[config.mk]
export PLATFORM = sky130hd
export DESIGN_NAME = iofd_top
export DESIGN_NICKNAME = d
export VERILOG_FILES = /design/src/pkg/iofd_pkg.sv /design/src/rtl/iofd_top.sv /design/src/rtl/iofd_chan.sv
export VERILOG_INCLUDE_DIRS = /design/src /design/src/pkg
export SDC_FILE = /design/constraint.sdc
export NUM_CORES = 1
export LEC_CHECK = 0
export ABC_AREA = 1
export BUFFER_PORTS_ARGS = -buffer_cell sky130_fd_sc_hd__clkbuf_2
export CAP_MARGIN = 20
export CORE_MARGIN = 10
export CORE_UTILIZATION = 25
export DETAILED_ROUTE_END_ITERATION = 6
export GPL_TIMING_DRIVEN = 0
export PLACE_DENSITY = 0.5
export SYNTH_ARGS = -nofsm -noshare
export SYNTH_HDL_FRONTEND = slang
export SYNTH_SLANG_ARGS = --single-unit
[constraint.sdc]
create_clock -name aclk -period 6.8 [get_ports aclk]
set_clock_uncertainty 0.1 [all_clocks]
set_input_delay 1.36 -clock aclk [delete_from_list [all_inputs] [get_ports aclk]]
set_output_delay 1.36 -clock aclk [all_outputs]
set_load 0.1 [all_outputs]
[src/pkg/iofd_defines.svh]
// Offsets, field positions, reset values, diagnosis codes and timing counts of the IO fault diagnostics block.
`ifndef IOFD_DEFINES_SVH
`define IOFD_DEFINES_SVH

// ***************************************************************
// Timing
// ***************************************************************
`define IOFD_CLK_HZ 20000000
`define IOFD_TICK_PERIOD_MS 1
`define IOFD_TICK_CYCLES ((`IOFD_CLK_HZ / 1000) * `IOFD_TICK_PERIOD_MS)
`define IOFD_MASK_RST 8'h50
`define IOFD_FILT_MS 5
`define IOFD_RETRY_MS 100

// ***************************************************************
// Diagnosis channels and codes
// ***************************************************************
`define IOFD_GRP_CH 16'h8000
`define IOFD_CODE_US 16'h0002
`define IOFD_CODE_AUX 16'h0103
`define IOFD_CODE_SENS 16'h0001
`define IOFD_CODE_OTEMP 16'h0113
`define IOFD_CODE_SWDO 16'h010a
`define IOFD_CODE_SEC 16'h0109

// ***************************************************************
// Register map
// ***************************************************************
`define IOFD_ADDR_CTRL 8'h00
`define IOFD_ADDR_MASK 8'h04
`define IOFD_ADDR_STATUS 8'h08
`define IOFD_ADDR_UNLOCK 8'h0c
`define IOFD_ADDR_PD_BASE 8'h10
`define IOFD_CTRL_AUXEN 0
`define IOFD_CTRL_MAP 1
`define IOFD_PD_IN_LSB 0
`define IOFD_PD_OUT_LSB 8
`define IOFD_PD_MIN 6'h01
`define IOFD_PD_MAX 6'h20
`define IOFD_RESP_OKAY 2'h0
`define IOFD_RESP_SLVERR 2'h2

`endif

[src/pkg/iofd_pkg.sv]
// Types shared by the IO fault diagnostics block.
package iofd_pkg;
	typedef enum logic [0:0] {
		IOFD_DIAG_IDLE = 1'b0,
		IOFD_DIAG_SEND = 1'b1
	} iofd_diag_st_t;
	typedef logic [5:0] iofd_pdlen_t;
endpackage

[src/rtl/iofd_top.sv]
// Fault supervision and diagnosis entry generation for an eight-port IO-Link master.
`timescale 1ns/1ps
`include "iofd_defines.svh"
module iofd_top #(
	parameter int TICK_CYCLES = `IOFD_TICK_CYCLES,
	parameter int FILT_MS = `IOFD_FILT_MS,
	parameter int RETRY_MS = `IOFD_RETRY_MS
) (
	// Clock and reset
	input wire logic aclk,
	input wire logic aresetn,
	// AXI4-Lite write
	input wire logic [7:0] awaddr,
	input wire logic [2:0] awprot,
	input wire logic awvalid,
	output logic awready,
	input wire logic [31:0] wdata,
	input wire logic [3:0] wstrb,
	input wire logic wvalid,
	output logic wready,
	output logic [1:0] bresp,
	output logic bvalid,
	input wire logic bready,
	// AXI4-Lite read
	input wire logic [7:0] araddr,
	input wire logic [2:0] arprot,
	input wire logic arvalid,
	output logic arready,
	output logic [31:0] rdata,
	output logic [1:0] rresp,
	output logic rvalid,
	input wire logic rready,
	// Fault pins
	input wire logic sup_fault_pin,
	input wire logic aux_fault_pin,
	input wire logic [7:0] sens_short_pin,
	input wire logic [7:0] drv_otemp_pin,
	input wire logic [7:0] sw_fault_pin,
	input wire logic [3:0] sec_actual_pin,
	// Commanded states
	input wire logic [7:0] digital_io_port_mode,
	input wire logic [7:0] switching_line_channel,
	input wire logic [3:0] second_line_channel,
	// Diagnosis entries
	output logic diag_valid,
	input wire logic diag_ready,
	output logic diag_appear,
	output logic [15:0] diag_chan,
	output logic [15:0] diag_code,
	// Drivers and indicators
	output logic [7:0] sw_out_en,
	output logic [3:0] sec_out_en,
	output logic sup_led_on,
	output logic aux_led_red,
	output logic [3:0] ch_led_red,
	output logic map_mode,
	output logic [47:0] pd_in_len,
	output logic [47:0] pd_out_len
);
	import iofd_pkg::*;
	localparam int NPIN = 30;
	localparam int NSRC = 22;
	localparam logic [7:0] RETRY8 = 8'(RETRY_MS);

	// ***************************************************************
	// Pin synchronisers
	// ***************************************************************
	logic [NPIN-1:0] pin_raw, s1_q, s2_q, s3_q, f_q;
	logic f_sup, f_aux;
	logic [7:0] f_sens, f_otemp, f_sw;
	logic [3:0] f_sec;
	assign pin_raw = {sec_actual_pin, sw_fault_pin, drv_otemp_pin, sens_short_pin, aux_fault_pin, sup_fault_pin};
	assign {f_sec, f_sw, f_otemp, f_sens, f_aux, f_sup} = f_q;

	genvar gi;
	generate
		for (gi = 0; gi < NPIN; gi++) begin : g_sync
			always_ff @(posedge aclk) begin
				if (!aresetn) begin
					s1_q[gi] <= 1'b0;
					s2_q[gi] <= 1'b0;
					s3_q[gi] <= 1'b0;
					f_q[gi] <= 1'b0;
				end else begin
					s1_q[gi] <= pin_raw[gi];
					s2_q[gi] <= s1_q[gi];
					s3_q[gi] <= s2_q[gi];
					if (s2_q[gi] == s3_q[gi]) begin
						f_q[gi] <= s3_q[gi];
					end
				end
			end
		end
	endgenerate

	// ***************************************************************
	// Millisecond tick
	// ***************************************************************
	logic [15:0] tick_cnt_q;
	logic tick_q;
	always_ff @(posedge aclk) begin
		if (!aresetn) begin
			tick_cnt_q <= 16'h0000;
			tick_q <= 1'b0;
		end else if (tick_cnt_q == 16'(TICK_CYCLES - 1)) begin
			tick_cnt_q <= 16'h0000;
			tick_q <= 1'b1;
		end else begin
			tick_cnt_q <= tick_cnt_q + 16'h0001;
			tick_q <= 1'b0;
		end
	end

	// ***************************************************************
	// Register bus
	// ***************************************************************
	logic aw_have_q, w_have_q, wr_go;
	logic [7:0] aw_addr_q;
	logic [31:0] w_data_q;
	logic [3:0] w_strb_q;
	logic aux_en_q;
	logic [7:0] mask_ms_q;
	logic [3:0] unlock_q;
	logic [3:0] err, lock;
	logic [7:0] sw_off_q;
	logic [31:0] rd_mux;

	function automatic logic is_mapped(input logic [7:0] a);
		return a[1:0] == 2'h0 && a < (`IOFD_ADDR_PD_BASE + 8'h20);
	endfunction

	function automatic iofd_pdlen_t clamp_len(input logic [5:0] v);
		if (v < `IOFD_PD_MIN) begin
			return `IOFD_PD_MIN;
		end
		if (v > `IOFD_PD_MAX) begin
			return `IOFD_PD_MAX;
		end
		return v;
	endfunction

	assign wr_go = aw_have_q && w_have_q && !bvalid;

	always_ff @(posedge aclk) begin
		if (!aresetn) begin
			awready <= 1'b0;
			aw_have_q <= 1'b0;
			aw_addr_q <= 8'h00;
		end else if (awvalid && awready) begin
			awready <= 1'b0;
			aw_have_q <= 1'b1;
			aw_addr_q <= awaddr;
		end else begin
			if (wr_go) begin
				aw_have_q <= 1'b0;
			end
			awready <= !aw_have_q && !bvalid;
		end
	end

	always_ff @(posedge aclk) begin
		if (!aresetn) begin
			wready <= 1'b0;
			w_have_q <= 1'b0;
			w_data_q <= 32'h00000000;
			w_strb_q <= 4'h0;
		end else if (wvalid && wready) begin
			wready <= 1'b0;
			w_have_q <= 1'b1;
			w_data_q <= wdata;
			w_strb_q <= wstrb;
		end else begin
			if (wr_go) begin
				w_have_q <= 1'b0;
			end
			wready <= !w_have_q && !bvalid;
		end
	end

	always_ff @(posedge aclk) begin
		if (!aresetn) begin
			bvalid <= 1'b0;
			bresp <= `IOFD_RESP_OKAY;
		end else if (wr_go) begin
			bvalid <= 1'b1;
			bresp <= is_mapped(aw_addr_q) ? `IOFD_RESP_OKAY : `IOFD_RESP_SLVERR;
		end else if (bready) begin
			bvalid <= 1'b0;
		end
	end

	// Configuration registers; reporting of the actuator supply starts disabled.
	always_ff @(posedge aclk) begin
		if (!aresetn) begin
			aux_en_q <= 1'b0;
			map_mode <= 1'b0;
			mask_ms_q <= `IOFD_MASK_RST;
			unlock_q <= 4'h0;
			pd_in_len <= {8{`IOFD_PD_MIN}};
			pd_out_len <= {8{`IOFD_PD_MIN}};
		end else begin
			unlock_q <= 4'h0;
			if (wr_go && w_strb_q[0] && aw_addr_q == `IOFD_ADDR_CTRL) begin
				aux_en_q <= w_data_q[`IOFD_CTRL_AUXEN];
				map_mode <= w_data_q[`IOFD_CTRL_MAP];
			end
			if (wr_go && w_strb_q[0] && aw_addr_q == `IOFD_ADDR_MASK) begin
				mask_ms_q <= w_data_q[7:0];
			end
			if (wr_go && w_strb_q[0] && aw_addr_q == `IOFD_ADDR_UNLOCK) begin
				unlock_q <= w_data_q[3:0];
			end
			for (int p = 0; p < 8; p++) begin
				if (wr_go && aw_addr_q == `IOFD_ADDR_PD_BASE + 8'(4 * p)) begin
					if (w_strb_q[0]) begin
						pd_in_len[6*p +: 6] <= clamp_len(w_data_q[`IOFD_PD_IN_LSB +: 6]);
					end
					if (w_strb_q[1]) begin
						pd_out_len[6*p +: 6] <= clamp_len(w_data_q[`IOFD_PD_OUT_LSB +: 6]);
					end
				end
			end
		end
	end

	always_comb begin
		rd_mux = 32'h00000000;
		case (araddr)
			`IOFD_ADDR_CTRL: rd_mux = {30'h0, map_mode, aux_en_q};
			`IOFD_ADDR_MASK: rd_mux = {24'h0, mask_ms_q};
			`IOFD_ADDR_STATUS: rd_mux = {16'h0, sw_off_q, lock, 2'h0, f_aux, f_sup};
			default: begin
				for (int p = 0; p < 8; p++) begin
					if (araddr == `IOFD_ADDR_PD_BASE + 8'(4 * p)) begin
						rd_mux = {18'h0, pd_out_len[6*p +: 6], 2'h0, pd_in_len[6*p +: 6]};
					end
				end
			end
		endcase
	end

	always_ff @(posedge aclk) begin
		if (!aresetn) begin
			arready <= 1'b0;
			rvalid <= 1'b0;
			rdata <= 32'h00000000;
			rresp <= `IOFD_RESP_OKAY;
		end else if (arvalid && arready) begin
			arready <= 1'b0;
			rvalid <= 1'b1;
			rdata <= rd_mux;
			rresp <= is_mapped(araddr) ? `IOFD_RESP_OKAY : `IOFD_RESP_SLVERR;
		end else begin
			if (rvalid && rready) begin
				rvalid <= 1'b0;
			end
			arready <= !rvalid;
		end
	end

	// ***************************************************************
	// Second-line output channels
	// ***************************************************************
	generate
		for (gi = 0; gi < 4; gi++) begin : g_chan
			iofd_chan #(.FILT_MS(FILT_MS)) u_chan (
				.clk(aclk),
				.rst_n(aresetn),
				.tick(tick_q),
				.mask_ms(mask_ms_q),
				.unlock(unlock_q[gi]),
				.target(second_line_channel[gi]),
				.actual(f_sec[gi]),
				.err_q(err[gi]),
				.lock_q(lock[gi])
			);
		end
	endgenerate

	// ***************************************************************
	// Switching-line outputs with automatic retry
	// ***************************************************************
	logic [7:0] retry_q [8];
	always_ff @(posedge aclk) begin
		if (!aresetn) begin
			sw_off_q <= 8'h00;
			sw_out_en <= 8'h00;
			for (int p = 0; p < 8; p++) begin
				retry_q[p] <= 8'h00;
			end
		end else begin
			for (int p = 0; p < 8; p++) begin
				if (f_sw[p] && sw_out_en[p]) begin
					sw_off_q[p] <= 1'b1;
					retry_q[p] <= RETRY8;
				end else if (sw_off_q[p] && tick_q) begin
					if (retry_q[p] <= 8'h01) begin
						sw_off_q[p] <= 1'b0;
					end
					retry_q[p] <= retry_q[p] - 8'h01;
				end
			end
			sw_out_en <= switching_line_channel & ~sw_off_q & ~(f_sw & sw_out_en);
		end
	end

	// ***************************************************************
	// Indicators and second-line drivers
	// ***************************************************************
	always_ff @(posedge aclk) begin
		if (!aresetn) begin
			sup_led_on <= 1'b0;
			aux_led_red <= 1'b0;
			ch_led_red <= 4'h0;
			sec_out_en <= 4'h0;
		end else begin
			sup_led_on <= !f_sup;
			aux_led_red <= f_aux && aux_en_q;
			ch_led_red <= err | lock;
			sec_out_en <= second_line_channel & ~lock;
		end
	end

	// ***************************************************************
	// Diagnosis entries
	// ***************************************************************
	logic [NSRC-1:0] act, rep_q;
	iofd_diag_st_t st_q;
	logic found;
	logic [4:0] pick;

	assign act[0] = f_sup;
	assign act[1] = f_aux && aux_en_q;
	assign act[9:2] = f_sens;
	assign act[17:10] = digital_io_port_mode & (f_sw | ({8{f_aux}} & switching_line_channel));
	assign act[21:18] = err;

	function automatic logic [31:0] src_entry(input logic [4:0] i, input logic [7:0] ot);
		if (i == 5'd0) begin
			return {`IOFD_GRP_CH, `IOFD_CODE_US};
		end
		if (i == 5'd1) begin
			return {`IOFD_GRP_CH, `IOFD_CODE_AUX};
		end
		if (i < 5'd10) begin
			return {16'(i - 5'd1), ot[3'(i - 5'd2)] ? `IOFD_CODE_OTEMP : `IOFD_CODE_SENS};
		end
		if (i < 5'd18) begin
			return {16'(i - 5'd9), `IOFD_CODE_SWDO};
		end
		return {16'(i - 5'd13), `IOFD_CODE_SEC};
	endfunction

	// Lowest index wins so group diagnoses precede channel diagnoses.
	always_comb begin
		found = 1'b0;
		pick = 5'd0;
		for (int i = NSRC - 1; i >= 0; i--) begin
			if (act[i] != rep_q[i]) begin
				found = 1'b1;
				pick = 5'(i);
			end
		end
	end

	always_ff @(posedge aclk) begin
		if (!aresetn) begin
			st_q <= IOFD_DIAG_IDLE;
			rep_q <= '0;
			diag_valid <= 1'b0;
			diag_appear <= 1'b0;
			diag_chan <= 16'h0000;
			diag_code <= 16'h0000;
		end else begin
			case (st_q)
				IOFD_DIAG_IDLE: begin
					if (found) begin
						rep_q[pick] <= act[pick];
						diag_valid <= 1'b1;
						diag_appear <= act[pick];
						{diag_chan, diag_code} <= src_entry(pick, f_otemp);
						st_q <= IOFD_DIAG_SEND;
					end
				end
				IOFD_DIAG_SEND: begin
					if (diag_ready) begin
						diag_valid <= 1'b0;
						st_q <= IOFD_DIAG_IDLE;
					end
				end
				default: st_q <= IOFD_DIAG_IDLE;
			endcase
		end
	end
endmodule

[src/rtl/iofd_chan.sv]
// Per-channel output error filter with edge mask, static filter and lock.
`timescale 1ns/1ps
`include "iofd_defines.svh"
module iofd_chan #(
	parameter int FILT_MS = `IOFD_FILT_MS
) (
	// Clock and reset
	input wire logic clk,
	input wire logic rst_n,
	// Timebase and configuration
	input wire logic tick,
	input wire logic [7:0] mask_ms,
	input wire logic unlock,
	// Channel state
	input wire logic target,
	input wire logic actual,
	// Results
	output logic err_q,
	output logic lock_q
);
	import iofd_pkg::*;
	localparam logic [7:0] FILT8 = 8'(FILT_MS);
	logic target_q;
	logic [7:0] mask_q;
	logic [7:0] filt_q;
	logic raw;
	logic edge_seen;

	assign raw = target & ~actual;
	assign edge_seen = target ^ target_q;

	always_ff @(posedge clk) begin
		if (!rst_n) begin
			target_q <= 1'b0;
		end else begin
			target_q <= target;
		end
	end

	// Every commanded edge restarts the mask time.
	always_ff @(posedge clk) begin
		if (!rst_n) begin
			mask_q <= 8'h00;
		end else if (edge_seen) begin
			mask_q <= mask_ms;
		end else if (tick && mask_q != 8'h00) begin
			mask_q <= mask_q - 8'h01;
		end
	end

	always_ff @(posedge clk) begin
		if (!rst_n) begin
			filt_q <= 8'h00;
		end else if (edge_seen || !raw || mask_q != 8'h00) begin
			filt_q <= 8'h00;
		end else if (tick && filt_q != FILT8) begin
			filt_q <= filt_q + 8'h01;
		end
	end

	always_ff @(posedge clk) begin
		if (!rst_n) begin
			err_q <= 1'b0;
		end else begin
			err_q <= raw && !edge_seen && mask_q == 8'h00 && filt_q == FILT8;
		end
	end

	// The lock outlives the fault; only software releases it, and a new error wins.
	always_ff @(posedge clk) begin
		if (!rst_n) begin
			lock_q <= 1'b0;
		end else if (err_q) begin
			lock_q <= 1'b1;
		end else if (unlock) begin
			lock_q <= 1'b0;
		end
	end
endmodule

==> metrics.txt <==
# rows ~110; fin worst setup slack approximately 2100 ps; YS warnings 0; startpoint class of the critical path input port; vias in the first global route approximately 18000; simple-gate portion of the synthesized area 21.0%; CP cell instances clkbuf_2 > inv_1 > o21bai_1 > nand2_1 > xor2_1 > nand2_1 > a31oi_1 > o21ai_0 > a21oi_1 > o21bai_1 > nand3_1 > clkbuf_1 > ha_1 > inv_1 > nand2_1 > ha_1 > nand2_1 > nand2_1 > o21bai_1 > o22ai_1 > nand2_1 > a21oi_1; Syn Std Cell Area 22000 um2; Synth Flop Type dfxtp_1; core area around 87000 um2; RR Startpoint f_aux$_SDFFE_PN0N_; RSZ-0062 raised after global routing no; H-tree levels 2; WL met1 roughly 35 mm; cts hold-fix bufs 0; final antenna-violating net count 0; setup bufs post-CTS 0; Mapped Cells ~2900; Clk Tree Root Cell clkbuf_16; crit path max-delay cell type clkbuf_1; pre-CTS setup slack ~1600 ps; Initial Utilization 25.3%; failing checks design-rule violations; min-delay src s1_q[2]$_SDFF_PN0_; worst min-delay path class reg -> reg; Lkg Pwr approximately 12 nW; final standard cell area without fillers 26700 um2; number of remaining DRC errors 2; hold path depth 2; Die X 317 um; GP Congestion a little over 0.9; CP peak stage delay roughly 710 ps; post-CTS sizing 0; Post-synth ARST share 0%; Die Height approximately 320 um; Final period util about 69%; WP buf/inv 4; Synth Area in Adders 2.33%; commonest cells after routing, fill and taps aside 489 x nand2_1, 452 x inv_1, 435 x dfxtp_1; minimum clock period roughly 4700 ps; final setup fails 0; dpl cells ~4300; commonest non-fill, non-tap cell in the layout nand2_1; DR top layer met5; TNS Setup 0 ps; Clock Path Buffers 3; clock transition at the registers of the reported paths about 60 ps; Worst R2R End diag_chan[14]$_SDFFE_PN0P_; Synth Register Bits about 500; Worst Path Required 7220 ps; share of post-route cells with drive strength above 1 between 10% and 20%; drt pass-1 iters 7; DRT iter0 DRCs 1407; final hold viol count 0; Final Max Slew Viols 0; data arrival time of the worst path between 5000 and 6000 ps; status complete, but fails checks; DP HPWL 59.7 mm; critical path capture point type register; Max-slew headroom a little under a third; post-synthesis sequential area ratio about half; worst slew pin tran around 1000 ps; met3 WL roughly 3.9 mm; WL per Instance ~17 um; Reg2Reg Setup Slack ~2400 ps; GRT Util Overall about 15%; worst skew pair latency roughly 620 ps; CTS tree done; CTS sink cnt around 500; GRT overflow 0; Hold Path Sink s2_q[2]$_SDFF_PN0_; Netlist cell types 63; compound-gate portion of the synthesized area 15.4%; crit-path most repeated cell nand2_1; Placed Area ~25000 um2; P&R area growth vs syn 21.5%; critical path fanouts, max 14; synthesized area per cell 7.70 um2; DR vias 19433; Top-Level Pins between 300 and 400; Synth Area in XOR/XNOR between 2 and 2.5%; Die Area 100000 um2; nets between 3000 and 4000; Top Family by Delay on Critical Path compound AO/OA/AOI/OAI gates; final core occ a little over 30%; initial antenna violation count 7; Post-synth EDFFs 64; FMAX ~0.21 GHz; largest family of logic cells by synthesized area simple AND/OR/NAND/NOR gates; WL met2 35.8 mm; Peak VDD IR ~0.00019 V; MaxCap Viol Count 0; drt total wl between 70 and 80 mm; final cell count without fillers roughly 4400; port buffer count 250; PD cells approximately 270 nW/um2; first-pass GRT wire length 114 mm; CTS Buf Count 54; CP Class in -> reg; largest net degree at the start of global routing 15; vias per cell between 4 and 5; r2r worst-path depth 21; fraction of synthesized area in multiplexers 0%
[worst reg2reg max path: stages, from the launching register on]
cell and delay [ps]:
dfxtp_1 530, inv_2 200, o21bai_1 170, nand2_1 130
xor2_1 190, nand2_1 110, a31oi_1 170, o21ai_0 130
a21oi_1 210, o21bai_1 100, nand3_1 90, clkbuf_1 710
ha_1 300, inv_1 60, nand2_1 100, ha_1 270
nand2_1 80, nand2_1 60, o21bai_1 160, o22ai_1 230
nand2_1 110, a21oi_1 130
[state kept, by name, summed over array words and instances, names as in the netlist, 12 cells and up]
signal	count
retry_q	64
pd_in_len	48
pd_out_len	48
g_chan.u_chan.filt_q	32
g_chan.u_chan.mask_q	32
s1_q	30
s2_q	30
s3_q	30
rep_q	22
rdata	16
tick_cnt_q	16
w_data_q	14
f_q	12
[logic make-up after synthesis]
logic type,count (synthesis)
buffers and inverters,579
AO/OA/AOI/OAI,603
flip-flops,499
adder cells (fa/ha/maj),41
other,1
XOR/XNOR,52
AND/OR/NAND/NOR,1082
[power breakdown]
part / switching, mW / total, mW / internal [mW]
sequential: 0.0558 / 3.13 / 3.07
clock: 1.27 / 3.13 / 1.86
combinational: 0.649 / 0.825 / 0.176
total: 1.98 / 7.08 / 5.11
[routing by layer]
layer / track usage [%] / vias to the layer above
li1: - / 9856
met1: 19.2 / 9012
met2: 24.6 / 456
met3: 2.71 / 103
met4: 4.62 / 6
met5: 0 / -
[Yosys cell counts, types with 2 or more instances]
| cell type | count | area [um2] |
|---|---|---|
| nand2_1 | 489 | 1840 |
| inv_1 | 452 | 1700 |
| dfxtp_1 | 435 | 8710 |
| nor2_1 | 354 | 1330 |
| a21oi_1 | 237 | 1190 |
| o21ai_0 | 228 | 1140 |
| nand3_1 | 81 | 405 |
| edfxtp_1 | 64 | 1920 |
| clkbuf_1 | 62 | 233 |
| nor3_1 | 50 | 250 |
| ha_1 | 41 | 513 |
| buf_4 | 38 | 285 |
| xnor2_1 | 31 | 272 |
| a31oi_1 | 27 | 169 |
| nand4_1 | 25 | 156 |
| nor4_1 | 23 | 144 |
| o211ai_1 | 21 | 158 |
| xor2_1 | 21 | 184 |
| nand3_2 | 20 | 200 |
| a211oi_1 | 19 | 143 |
| a221oi_1 | 16 | 140 |
| clkinv_1 | 9 | 33.8 |
| or2_2 | 9 | 56.3 |
| o21a_1 | 8 | 60.1 |
| inv_2 | 7 | 26.3 |
| nand3b_1 | 7 | 52.6 |
| o21bai_1 | 7 | 52.6 |
| nand2_2 | 6 | 37.5 |
| nor3b_1 | 6 | 45.0 |
| o22ai_1 | 5 | 31.3 |
| a311oi_1 | 4 | 35.0 |
| a41oi_1 | 4 | 35.0 |
| buf_6 | 4 | 45.0 |
| nand2_4 | 4 | 45.0 |
| a21boi_0 | 3 | 22.5 |
| and3_1 | 3 | 18.8 |
| buf_1 | 3 | 11.3 |
| o31ai_1 | 3 | 22.5 |
| a2bb2oi_1 | 2 | 17.5 |
| a31o_2 | 2 | 17.5 |
| buf_12 | 2 | 40.0 |
| o2111ai_1 | 2 | 17.5 |
| o211a_1 | 2 | 20.0 |
| o221ai_1 | 2 | 17.5 |
[worst max path at each step]
stage	start	to	slack (ps)	cells past startpoint
2_1_floorplan	switching_line_channel[4]	diag_chan[3]$_SDFFE_PN0P_	2730	23
3_3_place_gp	aresetn	retry_q[1][27]$_SDFFCE_PN0P_	1540	5
3_5_place_dp	switching_line_channel[4]	diag_chan[3]$_SDFFE_PN0P_	1570	24
4_1_cts	switching_line_channel[4]	diag_chan[14]$_SDFFE_PN0P_	2190	22
5_1_grt	switching_line_channel[4]	diag_chan[14]$_SDFFE_PN0P_	1840	22
6_report	switching_line_channel[4]	diag_chan[14]$_SDFFE_PN0P_	2090	22
[final cells by class]
cell class / instances / area [um2]
fill: 9462 / 60300
sequential: 499 / 10600
multi-input combinational: 1807 / 9090
inverter: 468 / 1760
clock buffer: 77 / 1590
tap: 1155 / 1450
timing repair buffer: 252 / 1280
buffer: 111 / 634
clock inverter: 23 / 297
antenna: 2 / 5.00
[stage by stage]
| step | power, mW | hold slack (ps) |
|---|---|---|
| detailed placement | 4.02 | 296 |
| global placement | 4.01 | 298 |
| floorplan | 3.78 | 290 |
| CTS | 7.15 | 311 |
| finish | 7.08 | 310 |
| global route | 7.34 | 330 |
Note: power is estimated with default switching activity, not from simulation.
